## src/rtl/ext_irq_pkg.sv

```systemverilog
// Constants and carrier types for the external interrupt pin block
package ext_irq_pkg;

	// ----------------------------------------------------------------
	// Bus widths
	// ----------------------------------------------------------------
	localparam int unsigned ADDR_W = 8;
	localparam int unsigned DATA_W = 8;

	// ----------------------------------------------------------------
	// Register offsets
	// ----------------------------------------------------------------
	localparam logic [ADDR_W-1:0] OFF_STATUS_CONTROL = 8'h00;
	localparam logic [ADDR_W-1:0] OFF_EVENT_STATUS   = 8'h01;
	localparam logic [ADDR_W-1:0] OFF_EVENT_MASK     = 8'h02;

	// ----------------------------------------------------------------
	// Status/control field positions
	// ----------------------------------------------------------------
	localparam int unsigned BIT_DETECT_MODE       = 0;
	localparam int unsigned BIT_INTERRUPT_ENABLE  = 1;
	localparam int unsigned BIT_EVENT_ACKNOWLEDGE = 2;
	localparam int unsigned BIT_EVENT_FLAG        = 3;
	localparam int unsigned BIT_PIN_ENABLE        = 4;
	localparam int unsigned BIT_POLARITY          = 5;
	localparam int unsigned BIT_PULL_DISABLE      = 6;

	// ----------------------------------------------------------------
	// Sticky event status positions
	// ----------------------------------------------------------------
	localparam int unsigned EV_PIN_EVENT   = 0;
	localparam int unsigned EV_ACK_REFUSED = 1;
	localparam int unsigned EV_W           = 2;

	// ----------------------------------------------------------------
	// Reset values
	// ----------------------------------------------------------------
	localparam logic [DATA_W-1:0] RST_DATA  = 8'h00;
	localparam logic [EV_W-1:0]   RST_EV    = 2'h0;
	localparam logic              RST_BIT   = 1'b0;
	localparam logic [1:0]        RST_SYNC  = 2'h0;

	// ----------------------------------------------------------------
	// Carriers
	// ----------------------------------------------------------------
	typedef struct packed {
		logic [ADDR_W-1:0] addr;
		logic [DATA_W-1:0] wdata;
		logic              wr;
		logic              rd;
	} bus_req_t;

	typedef struct packed {
		logic pull_device_disable;
		logic polarity_select;
		logic pin_function_enable;
		logic interrupt_enable;
		logic detect_mode;
	} ctrl_t;

	typedef struct packed {
		logic pull_up_en;
		logic pull_down_en;
	} pull_t;

endpackage : ext_irq_pkg

```

## src/rtl/ext_irq.sv

```systemverilog
// External interrupt pin: detection, flag, pull control and register port
//
// Contract
// RQ1 - Bit 4 enables pin as interrupt input; cleared, pin requests nothing.
// RQ2 - Bit 6 set turns internal pull off while pin enabled; clear keeps it.
// RQ3 - Bit 5 picks falling/low (0) or rising/high (1) sensitivity.
// RQ4 - Enabled pin pulls down for rising polarity, up for falling polarity.
// RQ5 - Bit 3 read-only flag, set on each qualifying pin event.
// RQ6 - Writing 1 to bit 2 clears flag; 0 ignored; reads 0.
// RQ7 - In edge-and-level mode acknowledge fails while pin stays asserted.
// RQ8 - Bit 1 set raises CPU interrupt whenever flag is set.
// RQ9 - Bit 0 chooses edge-only (0) or edge plus level (1) detection.
// RQ10 - Pin synchronised before edge detection; no events while disabled.
//
// Our own choices: the address-and-strobe port and the register offsets.
`timescale 1ns/1ps
module ext_irq (
	input  wire logic                 ref_clk_i,
	input  wire logic                 nrst_i,
	input  wire ext_irq_pkg::bus_req_t bus_i,
	output logic [ext_irq_pkg::DATA_W-1:0] rdata_o,
	input  wire logic                 irq_pin_i,
	output logic                      pull_up_en_o,
	output logic                      pull_down_en_o,
	output logic                      cpu_irq_o
);
	import ext_irq_pkg::*;

	// ----------------------------------------------------------------
	// Declarations
	// ----------------------------------------------------------------
	ctrl_t             ctrl_reg;
	logic              event_flag_reg;
	logic [EV_W-1:0]   ev_status_reg;
	logic [EV_W-1:0]   ev_mask_reg;
	logic [DATA_W-1:0] rdata_reg;
	logic [DATA_W-1:0] rdata_next;
	pull_t             pull_reg;
	pull_t             pull_next;
	logic              irq_reg;
	logic              irq_next;
	logic              pin_level;
	logic              prev_active_reg;
	logic              pin_active;
	logic              edge_hit;
	logic              pin_event;
	logic              wr_ctrl;
	logic              wr_status;
	logic              wr_mask;
	logic              ack_write;
	logic              ack_blocked;
	logic              ack_clears;
	logic [EV_W-1:0]   ev_set;

	// ----------------------------------------------------------------
	// Pin path
	// ----------------------------------------------------------------
	// RQ10 synchronise pin
	pin_sync u_pin_sync (
		.ref_clk_i (ref_clk_i),
		.nrst_i    (nrst_i),
		.pin_i     (irq_pin_i),
		.level_o   (pin_level)
	);

	// RQ3 polarity of assertion
	assign pin_active = ctrl_reg.polarity_select ? pin_level : ~pin_level;

	// Edge is judged on the active level, so changing polarity can look
	// like an edge; software should acknowledge after reconfiguring.
	always_ff @(posedge ref_clk_i or negedge nrst_i) begin
		if (!nrst_i) begin
			prev_active_reg <= RST_BIT;
		end else begin
			prev_active_reg <= pin_active;
		end
	end

	assign edge_hit = pin_active & ~prev_active_reg;

	// RQ9 edge or edge plus level
	// RQ1 gate on pin enable
	assign pin_event = ctrl_reg.pin_function_enable
		& (edge_hit | (ctrl_reg.detect_mode & pin_active));

	// ----------------------------------------------------------------
	// Register decode
	// ----------------------------------------------------------------
	assign wr_ctrl   = bus_i.wr & (bus_i.addr == OFF_STATUS_CONTROL);
	assign wr_status = bus_i.wr & (bus_i.addr == OFF_EVENT_STATUS);
	assign wr_mask   = bus_i.wr & (bus_i.addr == OFF_EVENT_MASK);

	// RQ6 acknowledge on written one
	assign ack_write = wr_ctrl & bus_i.wdata[BIT_EVENT_ACKNOWLEDGE];

	// RQ7 level still asserted
	assign ack_blocked = ctrl_reg.detect_mode & ctrl_reg.pin_function_enable
		& pin_active;
	assign ack_clears  = ack_write & ~ack_blocked;

	// ----------------------------------------------------------------
	// Control register
	// ----------------------------------------------------------------
	always_ff @(posedge ref_clk_i or negedge nrst_i) begin
		if (!nrst_i) begin
			ctrl_reg <= '0;
		end else if (wr_ctrl) begin
			ctrl_reg.pull_device_disable <= bus_i.wdata[BIT_PULL_DISABLE];
			ctrl_reg.polarity_select     <= bus_i.wdata[BIT_POLARITY];
			ctrl_reg.pin_function_enable <= bus_i.wdata[BIT_PIN_ENABLE];
			ctrl_reg.interrupt_enable    <= bus_i.wdata[BIT_INTERRUPT_ENABLE];
			ctrl_reg.detect_mode         <= bus_i.wdata[BIT_DETECT_MODE];
		end
	end

	// ----------------------------------------------------------------
	// Event flag
	// ----------------------------------------------------------------
	// RQ5 set wins over acknowledge
	always_ff @(posedge ref_clk_i or negedge nrst_i) begin
		if (!nrst_i) begin
			event_flag_reg <= RST_BIT;
		end else if (pin_event) begin
			event_flag_reg <= 1'b1;
		end else if (ack_clears) begin
			event_flag_reg <= 1'b0;
		end
	end

	// ----------------------------------------------------------------
	// Sticky event status and mask
	// ----------------------------------------------------------------
	always_comb begin
		ev_set                 = '0;
		ev_set[EV_PIN_EVENT]   = pin_event;
		ev_set[EV_ACK_REFUSED] = ack_write & ack_blocked;
	end

	// Per bit: write one clears, a new event wins
	genvar gi;
	generate
		for (gi = 0; gi < EV_W; gi++) begin : g_ev
			always_ff @(posedge ref_clk_i or negedge nrst_i) begin
				if (!nrst_i) begin
					ev_status_reg[gi] <= RST_BIT;
				end else if (ev_set[gi]) begin
					ev_status_reg[gi] <= 1'b1;
				end else if (wr_status && bus_i.wdata[gi]) begin
					ev_status_reg[gi] <= 1'b0;
				end
			end
		end
	endgenerate

	always_ff @(posedge ref_clk_i or negedge nrst_i) begin
		if (!nrst_i) begin
			ev_mask_reg <= RST_EV;
		end else if (wr_mask) begin
			ev_mask_reg <= bus_i.wdata[EV_W-1:0];
		end
	end

	// ----------------------------------------------------------------
	// Read path
	// ----------------------------------------------------------------
	always_comb begin
		rdata_next = RST_DATA;
		if (bus_i.rd) begin
			case (bus_i.addr)
				OFF_STATUS_CONTROL: begin
					rdata_next[BIT_PULL_DISABLE]     = ctrl_reg.pull_device_disable;
					rdata_next[BIT_POLARITY]         = ctrl_reg.polarity_select;
					rdata_next[BIT_PIN_ENABLE]       = ctrl_reg.pin_function_enable;
					// RQ5 flag readback
					rdata_next[BIT_EVENT_FLAG]       = event_flag_reg;
					rdata_next[BIT_INTERRUPT_ENABLE] = ctrl_reg.interrupt_enable;
					rdata_next[BIT_DETECT_MODE]      = ctrl_reg.detect_mode;
				end
				OFF_EVENT_STATUS: begin
					rdata_next[EV_W-1:0] = ev_status_reg;
				end
				OFF_EVENT_MASK: begin
					rdata_next[EV_W-1:0] = ev_mask_reg;
				end
				default: begin
					rdata_next = RST_DATA;
				end
			endcase
		end
	end

	// Data stand one cycle only, zero otherwise
	always_ff @(posedge ref_clk_i or negedge nrst_i) begin
		if (!nrst_i) begin
			rdata_reg <= RST_DATA;
		end else begin
			rdata_reg <= rdata_next;
		end
	end

	// ----------------------------------------------------------------
	// Pull device control
	// ----------------------------------------------------------------
	// RQ2 pull off when disabled bit set
	// RQ4 direction follows polarity
	always_comb begin
		pull_next = '0;
		if (ctrl_reg.pin_function_enable && !ctrl_reg.pull_device_disable) begin
			pull_next.pull_down_en = ctrl_reg.polarity_select;
			pull_next.pull_up_en   = ~ctrl_reg.polarity_select;
		end
	end

	always_ff @(posedge ref_clk_i or negedge nrst_i) begin
		if (!nrst_i) begin
			pull_reg <= '0;
		end else begin
			pull_reg <= pull_next;
		end
	end

	// ----------------------------------------------------------------
	// Interrupt output
	// ----------------------------------------------------------------
	// RQ8 flag gated by enable
	assign irq_next = (ctrl_reg.interrupt_enable & event_flag_reg)
		| (|(ev_status_reg & ev_mask_reg));

	always_ff @(posedge ref_clk_i or negedge nrst_i) begin
		if (!nrst_i) begin
			irq_reg <= RST_BIT;
		end else begin
			irq_reg <= irq_next;
		end
	end

	assign rdata_o        = rdata_reg;
	assign pull_up_en_o   = pull_reg.pull_up_en;
	assign pull_down_en_o = pull_reg.pull_down_en;
	assign cpu_irq_o      = irq_reg;
endmodule : ext_irq

```

## src/rtl/pin_sync.sv

```systemverilog
// Two-flop synchroniser for the asynchronous interrupt pin
`timescale 1ns/1ps
module pin_sync (
	input  wire logic ref_clk_i,
	input  wire logic nrst_i,
	input  wire logic pin_i,
	output logic      level_o
);
	import ext_irq_pkg::*;

	logic [1:0] sync_reg;

	// First stage feeds only the second stage
	always_ff @(posedge ref_clk_i or negedge nrst_i) begin
		if (!nrst_i) begin
			sync_reg <= RST_SYNC;
		end else begin
			sync_reg <= {sync_reg[0], pin_i};
		end
	end

	assign level_o = sync_reg[1];

endmodule : pin_sync

```

## config.mk

```make
export PLATFORM = sky130hd
export DESIGN_NAME = ext_irq
export DESIGN_NICKNAME = d
export VERILOG_FILES = /design/src/rtl/ext_irq_pkg.sv /design/src/rtl/ext_irq.sv /design/src/rtl/pin_sync.sv
export SDC_FILE = /design/constraint.sdc
export NUM_CORES = 1
export LEC_CHECK = 0
export BUFFER_PORTS_ARGS = -buffer_cell sky130_fd_sc_hd__buf_2
export CAP_MARGIN = 25
export CORE_MARGIN = 2
export CORE_UTILIZATION = 48
export DETAILED_ROUTE_END_ITERATION = 8
export MAX_ROUTING_LAYER = met4
export PLACE_DENSITY = 0.79
export SLEW_MARGIN = 20
export SYNTH_ARGS = -nofsm -noshare
export SYNTH_HDL_FRONTEND = slang
export SYNTH_HIERARCHICAL = 1
export SYNTH_SLANG_ARGS = --single-unit
```

## constraint.sdc

```tcl
create_clock -name ref_clk_i -period 1.1 [get_ports ref_clk_i]
set_input_delay 0.11 -clock ref_clk_i [delete_from_list [all_inputs] [get_ports ref_clk_i]]
set_output_delay 0.11 -clock ref_clk_i [all_outputs]
set_load 0.02 [all_outputs]
```

==> results.py, run 1 <==
metrics = {
    "run_status": {
        "status": "finished clean",
    },
    "cells_and_area": {
        "layout_commonest_cell": "buf_2",
        "multi_input_area_um2": 392,
        "antenna_cells": 0,
        "layout_common_cells": "buf_2 (27), dfrtp_1 (22), buf_4 (9)",
        "largest_reg_flops": 6,
        "finalNonFillerCells": 139,
        "nets": 135,
        "n_fill_cell": 146,
        "syn2layout_area_growth_pct": 30.8,
        "fin_area_mm2": 0.00123,
        "seq_area_um2": 551,
        "drive_above_1_share_pct": 48.2,
    },
    "route": {
        "dr.pass1.iters": 4,
        "wire_per_inst_um": 12.3,
        "drtAntennaViolNets": 0,
        "drc_errors": 0,
        "vias_per_cell": 5.06,
        "vias": 704,
        "routed_wirelength_um": 1710,
        "drtIter0Drc": 13,
    },
    "min_path": {
        "min_path_cells": 2,
        "min_path_type": "in2reg",
        "hp-start": "bus_i[6]",
    },
    "yosys": {
        "synth-edff-count": 0,
        "yosys_warnings": 6,
        "yosys.cell_types.count": 31,
        "synthCells": 75,
        "avgSynthCellArea_um2": 12.5,
        "synthTopCellsByArea": "dfrtp_1 (59%), mux2_2 (8.4%), nor4b_1 (3.7%), nand2_1 (2.4%), mux2i_1 (2.1%)",
        "yosys.area.top_type": "dfrtp_1",
        "ys.flop_type": "dfrtp_1",
        "ys_seq_area_share_pct": 58.6,
        "syn_area_um2": 940,
        "ys_seq_elements": 22,
        "synth.top_cell.area_share_pct": 58.6,
        "async_flop_share_pct": 100,
    },
    "floorplanning": {
        "rows": 16,
        "die_h_um": 48.2,
        "fp.coreArea_mm2": 0.00190,
        "io_pins": 32,
        "die_x_um": 48.2,
        "start_util_pct": 49.4,
        "dieArea_mm2": 0.00233,
    },
    "critical_path": {
        "r2r_slack_ns": 0.13,
        "crit_start": "bus_i[14]",
        "critical-path-top-delay-family": "simple AND/OR/NAND/NOR gates",
        "reg2reg_from": "ctrl_reg[3]$_DFFE_PN0P_",
        "critPathRequiredTime_ns": 1.28,
        "cp_cell_sequence": "buf_2, nor4_4, and4b_1, buf_4, mux2_4",
        "crit_type": "in2reg",
        "slowest_stage": "and4b_1",
        "worst-path-stages": 5,
        "critPathMaxStageDelay_ns": 0.29,
        "path_max_fanout": 3,
        "cp_data_arrival_time_ns": 1.23,
        "start_kind": "input pin",
        "cp-end-kind": "flip-flop",
        "path_buf_inv": 2,
        "rr_worst_depth": 3,
    },
    "pwr": {
        "p_per_area_mw_per_mm2": 1110,
        "ir_worst_vdd_uv": 734,
        "leakage_nw": 0.621,
    },
    "clock_network": {
        "clock_latency_ns": 0.29,
        "numCtsBuffers": 3,
        "htreeDepth": 1,
        "clockBufferDepth": 2,
        "clkSinkCount": 22,
        "post-cts-setup-buffer-count": 0,
        "cts_tree": "yes",
        "cts_root_buf": "clkbuf_4",
        "path_clk_slew_ns": 0.11,
    },
    "grt": {
        "grt_pass1_vias": 563,
        "antenna_found_initial": 0,
        "overflow": 0,
        "track_usage_pct": 16.7,
        "grt_max_degree": 23,
        "grt_pass1_wl_um": 2500,
    },
    "timing": {
        "fin_crit_ns": 1.05,
        "fin_crit_sh_pct": 95.4,
        "hold_ws_ns": 0.0436,
        "hold_violations": 0,
        "fmax_mhz": 953,
        "grt_setup_unrepaired": "no",
        "timing.final.max_slew_violations": 0,
        "finClkSkew_ns": 0.00396,
        "setup_viol": 0,
    },
    "placed_design": {
        "gp_congestion": 0.853,
        "io_buffers": 27,
        "dp.cells": 134,
        "dpl.hpwl_um": 1350,
        "dpl-instance-area_mm2": 0.00118,
    },
    "flow_run": {
        "cap_violations": 0,
    },
}
[path summary, 6_finish.rpt]
kind	endpoint
min reg2reg	u_pin_sync/sync_reg[1]$_DFF_PN0_
min in group asynchronous	ev_status_reg[1]$_DFFE_PN0P_
min	ctrl_reg[2]$_DFFE_PN0P_
max in group asynchronous	ctrl_reg[2]$_DFFE_PN0P_
max	ctrl_reg[4]$_DFFE_PN0P_
max reg2reg	ev_status_reg[1]$_DFFE_PN0P_
[synth_stat cells (2+ instances only)]
cell type / number
inv_1: 2
or2_2: 2
nor4b_1: 4
a21oi_1: 2
nand4_1: 2
and2b_2: 2
buf_4: 2
o31ai_1: 2
nand3_1: 2
mux2i_1: 2
mux2_2: 7
nand2_1: 6
dfrtp_1: 22
[metrics by stage]
step	power, mW	setup TNS, ns	utilization, %	setup slack, ns
after floorplan	0.953	-0.433	-	-0.0984
after global placement	1.03	-2.57	62.0	-0.255
after detailed placement	1.03	-2.96	62.0	-0.288
after CTS	1.38	0	64.2	0.0389
after global routing	1.46	0	64.6	0.0383
final	1.37	0	64.6	0.0503
[cell type report]
| class | instances | share of cell area, % |
|---|---|---|
| sequential | 22 | 44.8 |
| multi-input combinational | 47 | 31.9 |
| timing repair buffer | 38 | 18.1 |
| tap | 27 | 2.75 |
| clock buffer | 3 | 1.83 |
| inverter | 2 | 0.611 |
[what timing repair did]
action / in CTS / in global routing
resized for setup: 0 / 1
endpoints found under the setup margin: 0 / 1
endpoints found under the hold margin: 23 / 0
hold buffers: 2 / 0
[layer usage]
layer | up-vias | track usage (%) | wire length, um
met5 | - | - | 0
met4 | 0 | 6.49 | 17
met3 | 2 | 5.56 | 97
met2 | 22 | 24.2 | 879
met1 | 337 | 21.5 | 721
li1 | 343 | - | -
[power by group]
group / internal (mW) / switching (mW) / leakage, nW
logic: 0.0860 / 0.0852 / 0.318
clock network: 0.127 / 0.214 / 0.0138
registers: 0.836 / 0.0198 / 0.289
total: 1.05 / 0.319 / 0.621
[cells by family (layout without fill, tap and decap cells)]
family | after synthesis | count (layout) | share of synthesized area [%]
buffers and inverters | 7 | 43 | 4.53
AOI/OAI and AO/OA | 7 | 7 | 5.19
other | 1 | 2 | 0.399
xor gates and xnor gates | 1 | 1 | 0.932
DFF | 22 | 22 | 58.6
muxes | 9 | 9 | 10.5
and+or+nand+nor | 28 | 28 | 19.8
Note: power is estimated with default switching activity, not from simulation.
==> run 2, diff against run 1 <==
--- a/config.mk
+++ b/config.mk
@@ -11,7 +11,7 @@
 export CORE_UTILIZATION = 48
 export DETAILED_ROUTE_END_ITERATION = 8
 export MAX_ROUTING_LAYER = met4
-export PLACE_DENSITY = 0.79
+export PLACE_DENSITY = 0.89
 export SLEW_MARGIN = 20
 export SYNTH_ARGS = -nofsm -noshare
 export SYNTH_HDL_FRONTEND = slang
==> run 2 against run 1 <==
  * Register-to-register slack worse by 0.02 ns
  * Die area stayed put
  * Clock power is 79% higher
  * Worst setup slack better by 0.0029 ns
  * Sequential share of layout area is 1.1 points lower
  * Clock-buffer cell count stayed put
  * Sequential cell count stayed put
  * Non-clock buffer count stayed put
  * Combinational power hardly changed
  * First-iteration DRC count stayed put
  * Power is 20% higher
  * Clock skew hardly changed
==> results.py, run 2 (synthesis results as in run 1) <==
metrics = {
    "clock_network": {
        "cts_tree": "yes",
        "htreeDepth": 1,
        "clkSinkCount": 22,
        "clockBufferDepth": 2,
        "clock_latency_ns": 0.31,
        "cts_root_buf": "clkbuf_4",
        "numCtsBuffers": 3,
        "path_clk_slew_ns": 0.12,
    },
    "pwr": {
        "p_int_mw": 1.29,
        "clockPowerShare_pct": 37.2,
        "p_seq_share_pct": 52.3,
        "combPwrFrac_pct": 10.5,
        "leakage_nw": 0.635,
        "p_per_area_mw_per_mm2": 1300,
        "swShare_pct": 21.3,
        "ir_worst_vdd_uv": 756,
        "p_sw_mw": 0.349,
        "total_power_mw": 1.64,
    },
    "flow_run": {
        "cap_violations": 0,
    },
    "floorplanning": {
        "io_pins": 32,
        "dieArea_mm2": 0.00233,
        "die_h_um": 48.2,
        "start_util_pct": 49.4,
        "rows": 16,
        "fp.coreArea_mm2": 0.00190,
        "die_x_um": 48.2,
    },
    "critical_path": {
        "path_max_fanout": 4,
        "cp-end-kind": "flip-flop",
        "cp_data_arrival_time_ns": 1.26,
        "crit_type": "in2reg",
        "start_kind": "input pin",
        "critPathRequiredTime_ns": 1.31,
    },
    "route": {
        "drc_errors": 0,
        "routed_wirelength_um": 1870,
        "drtIter0Drc": 13,
        "dr.pass1.iters": 4,
        "wire_per_inst_um": 13.4,
        "vias": 720,
        "vias_per_cell": 5.14,
        "drtAntennaViolNets": 0,
    },
    "cells_and_area": {
        "post-route-util_pct": 66.2,
        "n_fill_cell": 132,
        "layout_commonest_cell": "buf_2",
        "syn2layout_area_growth_pct": 34.0,
        "nets": 135,
        "largest_reg_flops": 6,
        "finalNonFillerCells": 140,
        "drive_above_1_share_pct": 48.7,
        "multi_input_area_um2": 392,
        "layout_common_cells": "buf_2 (27), dfrtp_1 (22), buf_4 (9)",
        "seq_area_um2": 551,
        "antenna_cells": 0,
        "fin_area_mm2": 0.00126,
    },
    "placed_design": {
        "gp_congestion": 0.917,
        "dp.cells": 134,
        "io_buffers": 27,
        "dpl.hpwl_um": 1340,
        "dpl-instance-area_mm2": 0.00118,
    },
    "grt": {
        "grt_max_degree": 23,
        "grt_pass1_wl_um": 2740,
        "grt_pass1_vias": 637,
        "overflow": 0,
        "antenna_found_initial": 0,
        "track_usage_pct": 18.4,
    },
    "run_status": {
        "status": "finished clean",
    },
    "timing": {
        "timing.final.max_slew_violations": 0,
        "fin_crit_sh_pct": 95.2,
        "hold_violations": 0,
        "setup_viol": 0,
        "fin_crit_ns": 1.05,
        "grt_setup_unrepaired": "no",
        "fmax_mhz": 955,
        "finClkSkew_ns": 0.00409,
    },
    "min_path": {
        "min_path_type": "in2reg",
    },
}
[run 2: changes by cell type in the layout (fill, tap and decap cells not counted)]
cell	previous run	this run
bufinv_16	0	1
[run 2: routing by layer]
| layer | part of all wire [%] | global-route usage [%] | vias up |
|---|---|---|---|
| met4 | 2.0 | 9.73 | 0 |
| met2 | 52 | 27.9 | 23 |
| met5 | 0 | - | - |
| li1 | - | - | 341 |
| met1 | 42 | 23.3 | 351 |
| met3 | 3.8 | 3.33 | 5 |
[run 2: worst max-delay path, stage by stage]
cell and delay [ns]:
buf_2 0.12, nor4_4 0.28, and4b_1 0.27, buf_4 0.17, mux2_4 0.30
[run 2: timing repair]
| action | 4_1_cts | 5_1_grt |
|---|---|---|
| buffers inserted | 0 | 0 |
| hold buffers | 2 | 0 |
| setup endpoints to repair | 0 | 1 |
| endpoints found under the hold margin | 23 | 0 |
| resized for setup | 0 | 1 |
[run 2: metrics by stage]
step                      setup slack, ns  setup TNS [ns]  hold WS (ns)
after detailed placement           -0.242           -2.92        0.0854
after global placement             -0.204           -2.32        0.0805
after global routing               0.0104               0       0.00261
after CTS                          0.0633               0        0.0141
final                              0.0533               0        0.0237
after floorplan                   -0.0984          -0.433        -0.186
[run 2: path summary, 6_finish.rpt]
path                            slack, ns                                to                              from  cells after the start
worst max-delay path                 0.05           ctrl_reg[2]$_DFFE_PN0P_                         bus_i[14]                      5
worst min-delay path                 0.02           ctrl_reg[2]$_DFFE_PN0P_                          bus_i[6]                      2
worst max register to register       0.11              rdata_o[0]$_DFF_PN0_           ctrl_reg[0]$_DFFE_PN0P_                      3
worst min register to register       0.36  u_pin_sync/sync_reg[1]$_DFF_PN0_  u_pin_sync/sync_reg[0]$_DFF_PN0_                      0
max in group asynchronous            0.52           ctrl_reg[0]$_DFFE_PN0P_                            nrst_i                      2
min in group asynchronous            0.27              rdata_o[6]$_DFF_PN0_                            nrst_i                      2
[run 2: final cells by class]
type	instances	area share [%]
Clock buffer	3	1.79
Clock inverter	1	2.39
Inverter	2	0.596
Multi-Input combinational cell	47	31.1
Sequential cell	22	43.7
Tap cell	27	2.68
Timing Repair Buffer	38	17.7
[run 2: power groups by stage]
stage	sequential, mW	combinational, mW	clock (mW)
2_1_floorplan	0.873	0.0799	0
3_3_place_gp	0.869	0.158	0
3_5_place_dp	0.871	0.163	0
4_1_cts	0.855	0.171	0.626
5_1_grt	0.861	0.188	0.664
6_report	0.857	0.172	0.610
==> run 3, diff against run 2 <==
--- a/config.mk
+++ b/config.mk
@@ -11,7 +11,7 @@
 export CORE_UTILIZATION = 48
 export DETAILED_ROUTE_END_ITERATION = 8
 export MAX_ROUTING_LAYER = met4
-export PLACE_DENSITY = 0.89
+export PLACE_DENSITY = 0.83
 export SLEW_MARGIN = 20
 export SYNTH_ARGS = -nofsm -noshare
 export SYNTH_HDL_FRONTEND = slang
==> run 3 against run 2 <==
  * Utilization fell by 2.0 points
  * Largest cell class unchanged
  * Worst setup slack got worse by 0.012 ns
  * Sequential cell count did not move
  * Power fell by 17%
  * Worst hold slack improved by 0.019 ns
  * Highest routed layer unchanged
  * Critical endpoint is now ctrl_reg[3]$_DFFE_PN0P_
  * Non-clock buffer count fell by 1
==> results.py, run 3 (synthesis results as in run 1) <==
metrics = {
    "pwr": {
        "total_power_mw": 1.36,
        "p_sw_mw": 0.312,
        "p_per_area_mw_per_mm2": 1110,
        "clockPowerShare_pct": 24.8,
        "combPwrFrac_pct": 12.2,
        "swShare_pct": 23.0,
        "ir_worst_vdd_uv": 717,
        "p_int_mw": 1.05,
        "leakage_nw": 0.612,
        "p_seq_share_pct": 63.0,
    },
    "floorplanning": {
        "rows": 16,
        "dieArea_mm2": 0.00233,
        "start_util_pct": 49.4,
        "io_pins": 32,
        "fp.coreArea_mm2": 0.00190,
        "die_x_um": 48.2,
        "die_h_um": 48.2,
    },
    "cells_and_area": {
        "syn2layout_area_growth_pct": 30.0,
        "n_fill_cell": 143,
        "largest_reg_flops": 6,
        "antenna_cells": 0,
        "post-route-util_pct": 64.2,
        "drive_above_1_share_pct": 48.6,
        "nets": 134,
        "layout_commonest_cell": "buf_2",
        "layout_common_cells": "buf_2 (27), dfrtp_1 (22), buf_4 (8)",
    },
    "timing": {
        "finClkSkew_ns": 0.00183,
        "fin_crit_ns": 1.06,
        "setup_viol": 0,
        "fmax_mhz": 944,
        "timing.final.max_slew_violations": 0,
        "hold_violations": 0,
        "grt_setup_unrepaired": "no",
        "fin_crit_sh_pct": 96.3,
    },
    "grt": {
        "track_usage_pct": 17.8,
        "antenna_found_initial": 0,
        "grt_pass1_wl_um": 2760,
        "overflow": 0,
        "grt_pass1_vias": 713,
        "grt_max_degree": 23,
    },
    "route": {
        "drtAntennaViolNets": 0,
        "routed_wirelength_um": 1660,
        "dr.pass1.iters": 4,
        "vias_per_cell": 5.16,
        "drtIter0Drc": 11,
        "vias": 712,
        "wire_per_inst_um": 12.1,
        "drc_errors": 0,
    },
    "critical_path": {
        "cp-end-kind": "flip-flop",
        "cp_data_arrival_time_ns": 1.24,
        "crit_type": "in2reg",
        "path_max_fanout": 3,
        "critPathMaxStageDelay_ns": 0.30,
        "path_buf_inv": 2,
        "critical-path-top-delay-family": "simple AND/OR/NAND/NOR gates",
        "start_kind": "input pin",
        "cp_cell_sequence": "buf_2, nor4_4, and4b_2, buf_4, mux2_4",
        "slowest_stage": "and4b_2",
        "critPathRequiredTime_ns": 1.29,
    },
    "clock_network": {
        "clockBufferDepth": 2,
        "cts_tree": "yes",
        "cts_root_buf": "clkbuf_4",
        "clock_latency_ns": 0.29,
        "post-cts-setup-buffer-count": 0,
        "path_clk_slew_ns": 0.10,
        "clkSinkCount": 22,
        "numCtsBuffers": 3,
        "htreeDepth": 1,
    },
    "min_path": {
        "min_path_type": "in2reg",
    },
    "placed_design": {
        "io_buffers": 27,
        "gp_congestion": 0.855,
        "dpl.hpwl_um": 1310,
    },
    "flow_run": {
        "cap_violations": 0,
    },
    "run_status": {
        "status": "finished clean",
    },
}
==> run 3: cell types whose count changed in the layout (fill, tap and decap cells not counted) <==
cell,change
xnor2_1,+1
nor4b_1,-1
and4b_2,+1
xnor2_2,-1
buf_4,-1
and4b_1,-1
nor4b_2,+1
bufinv_16,-1
==> run 3: worst paths after layout <==
path,depth (start not counted),slack (ns),from,to
min in group asynchronous,2,0.29,nrst_i,pull_up_en_o$_DFF_PN0_
worst max-delay path,5,0.04,bus_i[14],ctrl_reg[3]$_DFFE_PN0P_
worst min-delay path,2,0.04,bus_i[7],ctrl_reg[3]$_DFFE_PN0P_
max in group asynchronous,2,0.50,nrst_i,ctrl_reg[0]$_DFFE_PN0P_
worst min register to register,0,0.36,u_pin_sync/sync_reg[0]$_DFF_PN0_,u_pin_sync/sync_reg[1]$_DFF_PN0_
worst max register to register,3,0.10,ctrl_reg[3]$_DFFE_PN0P_,ev_status_reg[1]$_DFFE_PN0P_
==> run 3: timing repair <==
| action | 4_1_cts | 5_1_grt |
|---|---|---|
| setup endpoints to repair | 0 | 4 |
| resized for setup | 0 | 2 |
| hold buffers | 2 | 0 |
| hold endpoints to repair | 23 | 0 |
==> run 3: area by class of cell <==
| type | instances | area [um^2] | area share (%) |
|---|---|---|---|
| Clock buffer | 3 | 22.5 | 1.84 |
| Multi-Input combinational cell | 47 | 392 | 32.1 |
| Sequential cell | 22 | 551 | 45.1 |
| Inverter | 2 | 7.51 | 0.615 |
| Tap cell | 27 | 33.8 | 2.77 |
| Timing Repair Buffer | 37 | 215 | 17.6 |
==> run 3: power groups by stage <==
| stage | logic, mW | clock network (mW) | registers, mW |
|---|---|---|---|
| 2_1_floorplan | 0.0799 | 0 | 0.873 |
| 3_3_place_gp | 0.156 | 0 | 0.869 |
| 3_5_place_dp | 0.161 | 0 | 0.871 |
| 4_1_cts | 0.167 | 0.344 | 0.855 |
| 5_1_grt | 0.185 | 0.382 | 0.859 |
| 6_report | 0.166 | 0.336 | 0.855 |
==> run 3: metrics by stage <==
| step | setup slack, ns | instances | TNS [ns] | hold slack, ns | instance area (um^2) |
|---|---|---|---|---|---|
| finish | 0.0409 | 138 | 0 | 0.0429 | 1220 |
| global route | 0.00936 | 138 | 0 | 0.0283 | 1220 |
| detailed placement | -0.286 | 133 | -3.01 | 0.0846 | 1170 |
| floorplan | -0.0984 | 76 | -0.433 | -0.186 | 987 |
| global placement | -0.251 | 133 | -2.53 | 0.0810 | 1170 |
| CTS | 0.0306 | 138 | 0 | 0.0368 | 1210 |
==> run 3: worst register-to-register path: stages, from the launching register on <==
cell	delay [ns]
dfrtp_1	0.41
xnor2_1	0.26
nand4_1	0.13
o21ai_1	0.14
==> run 3: routing by layer <==
metal,up-vias,global-route usage [%],routed length (um)
li1,338,-,-
met5,-,-,0
met1,339,19.3,690
met2,27,30.3,832
met3,8,3.33,75
met4,0,9.73,64
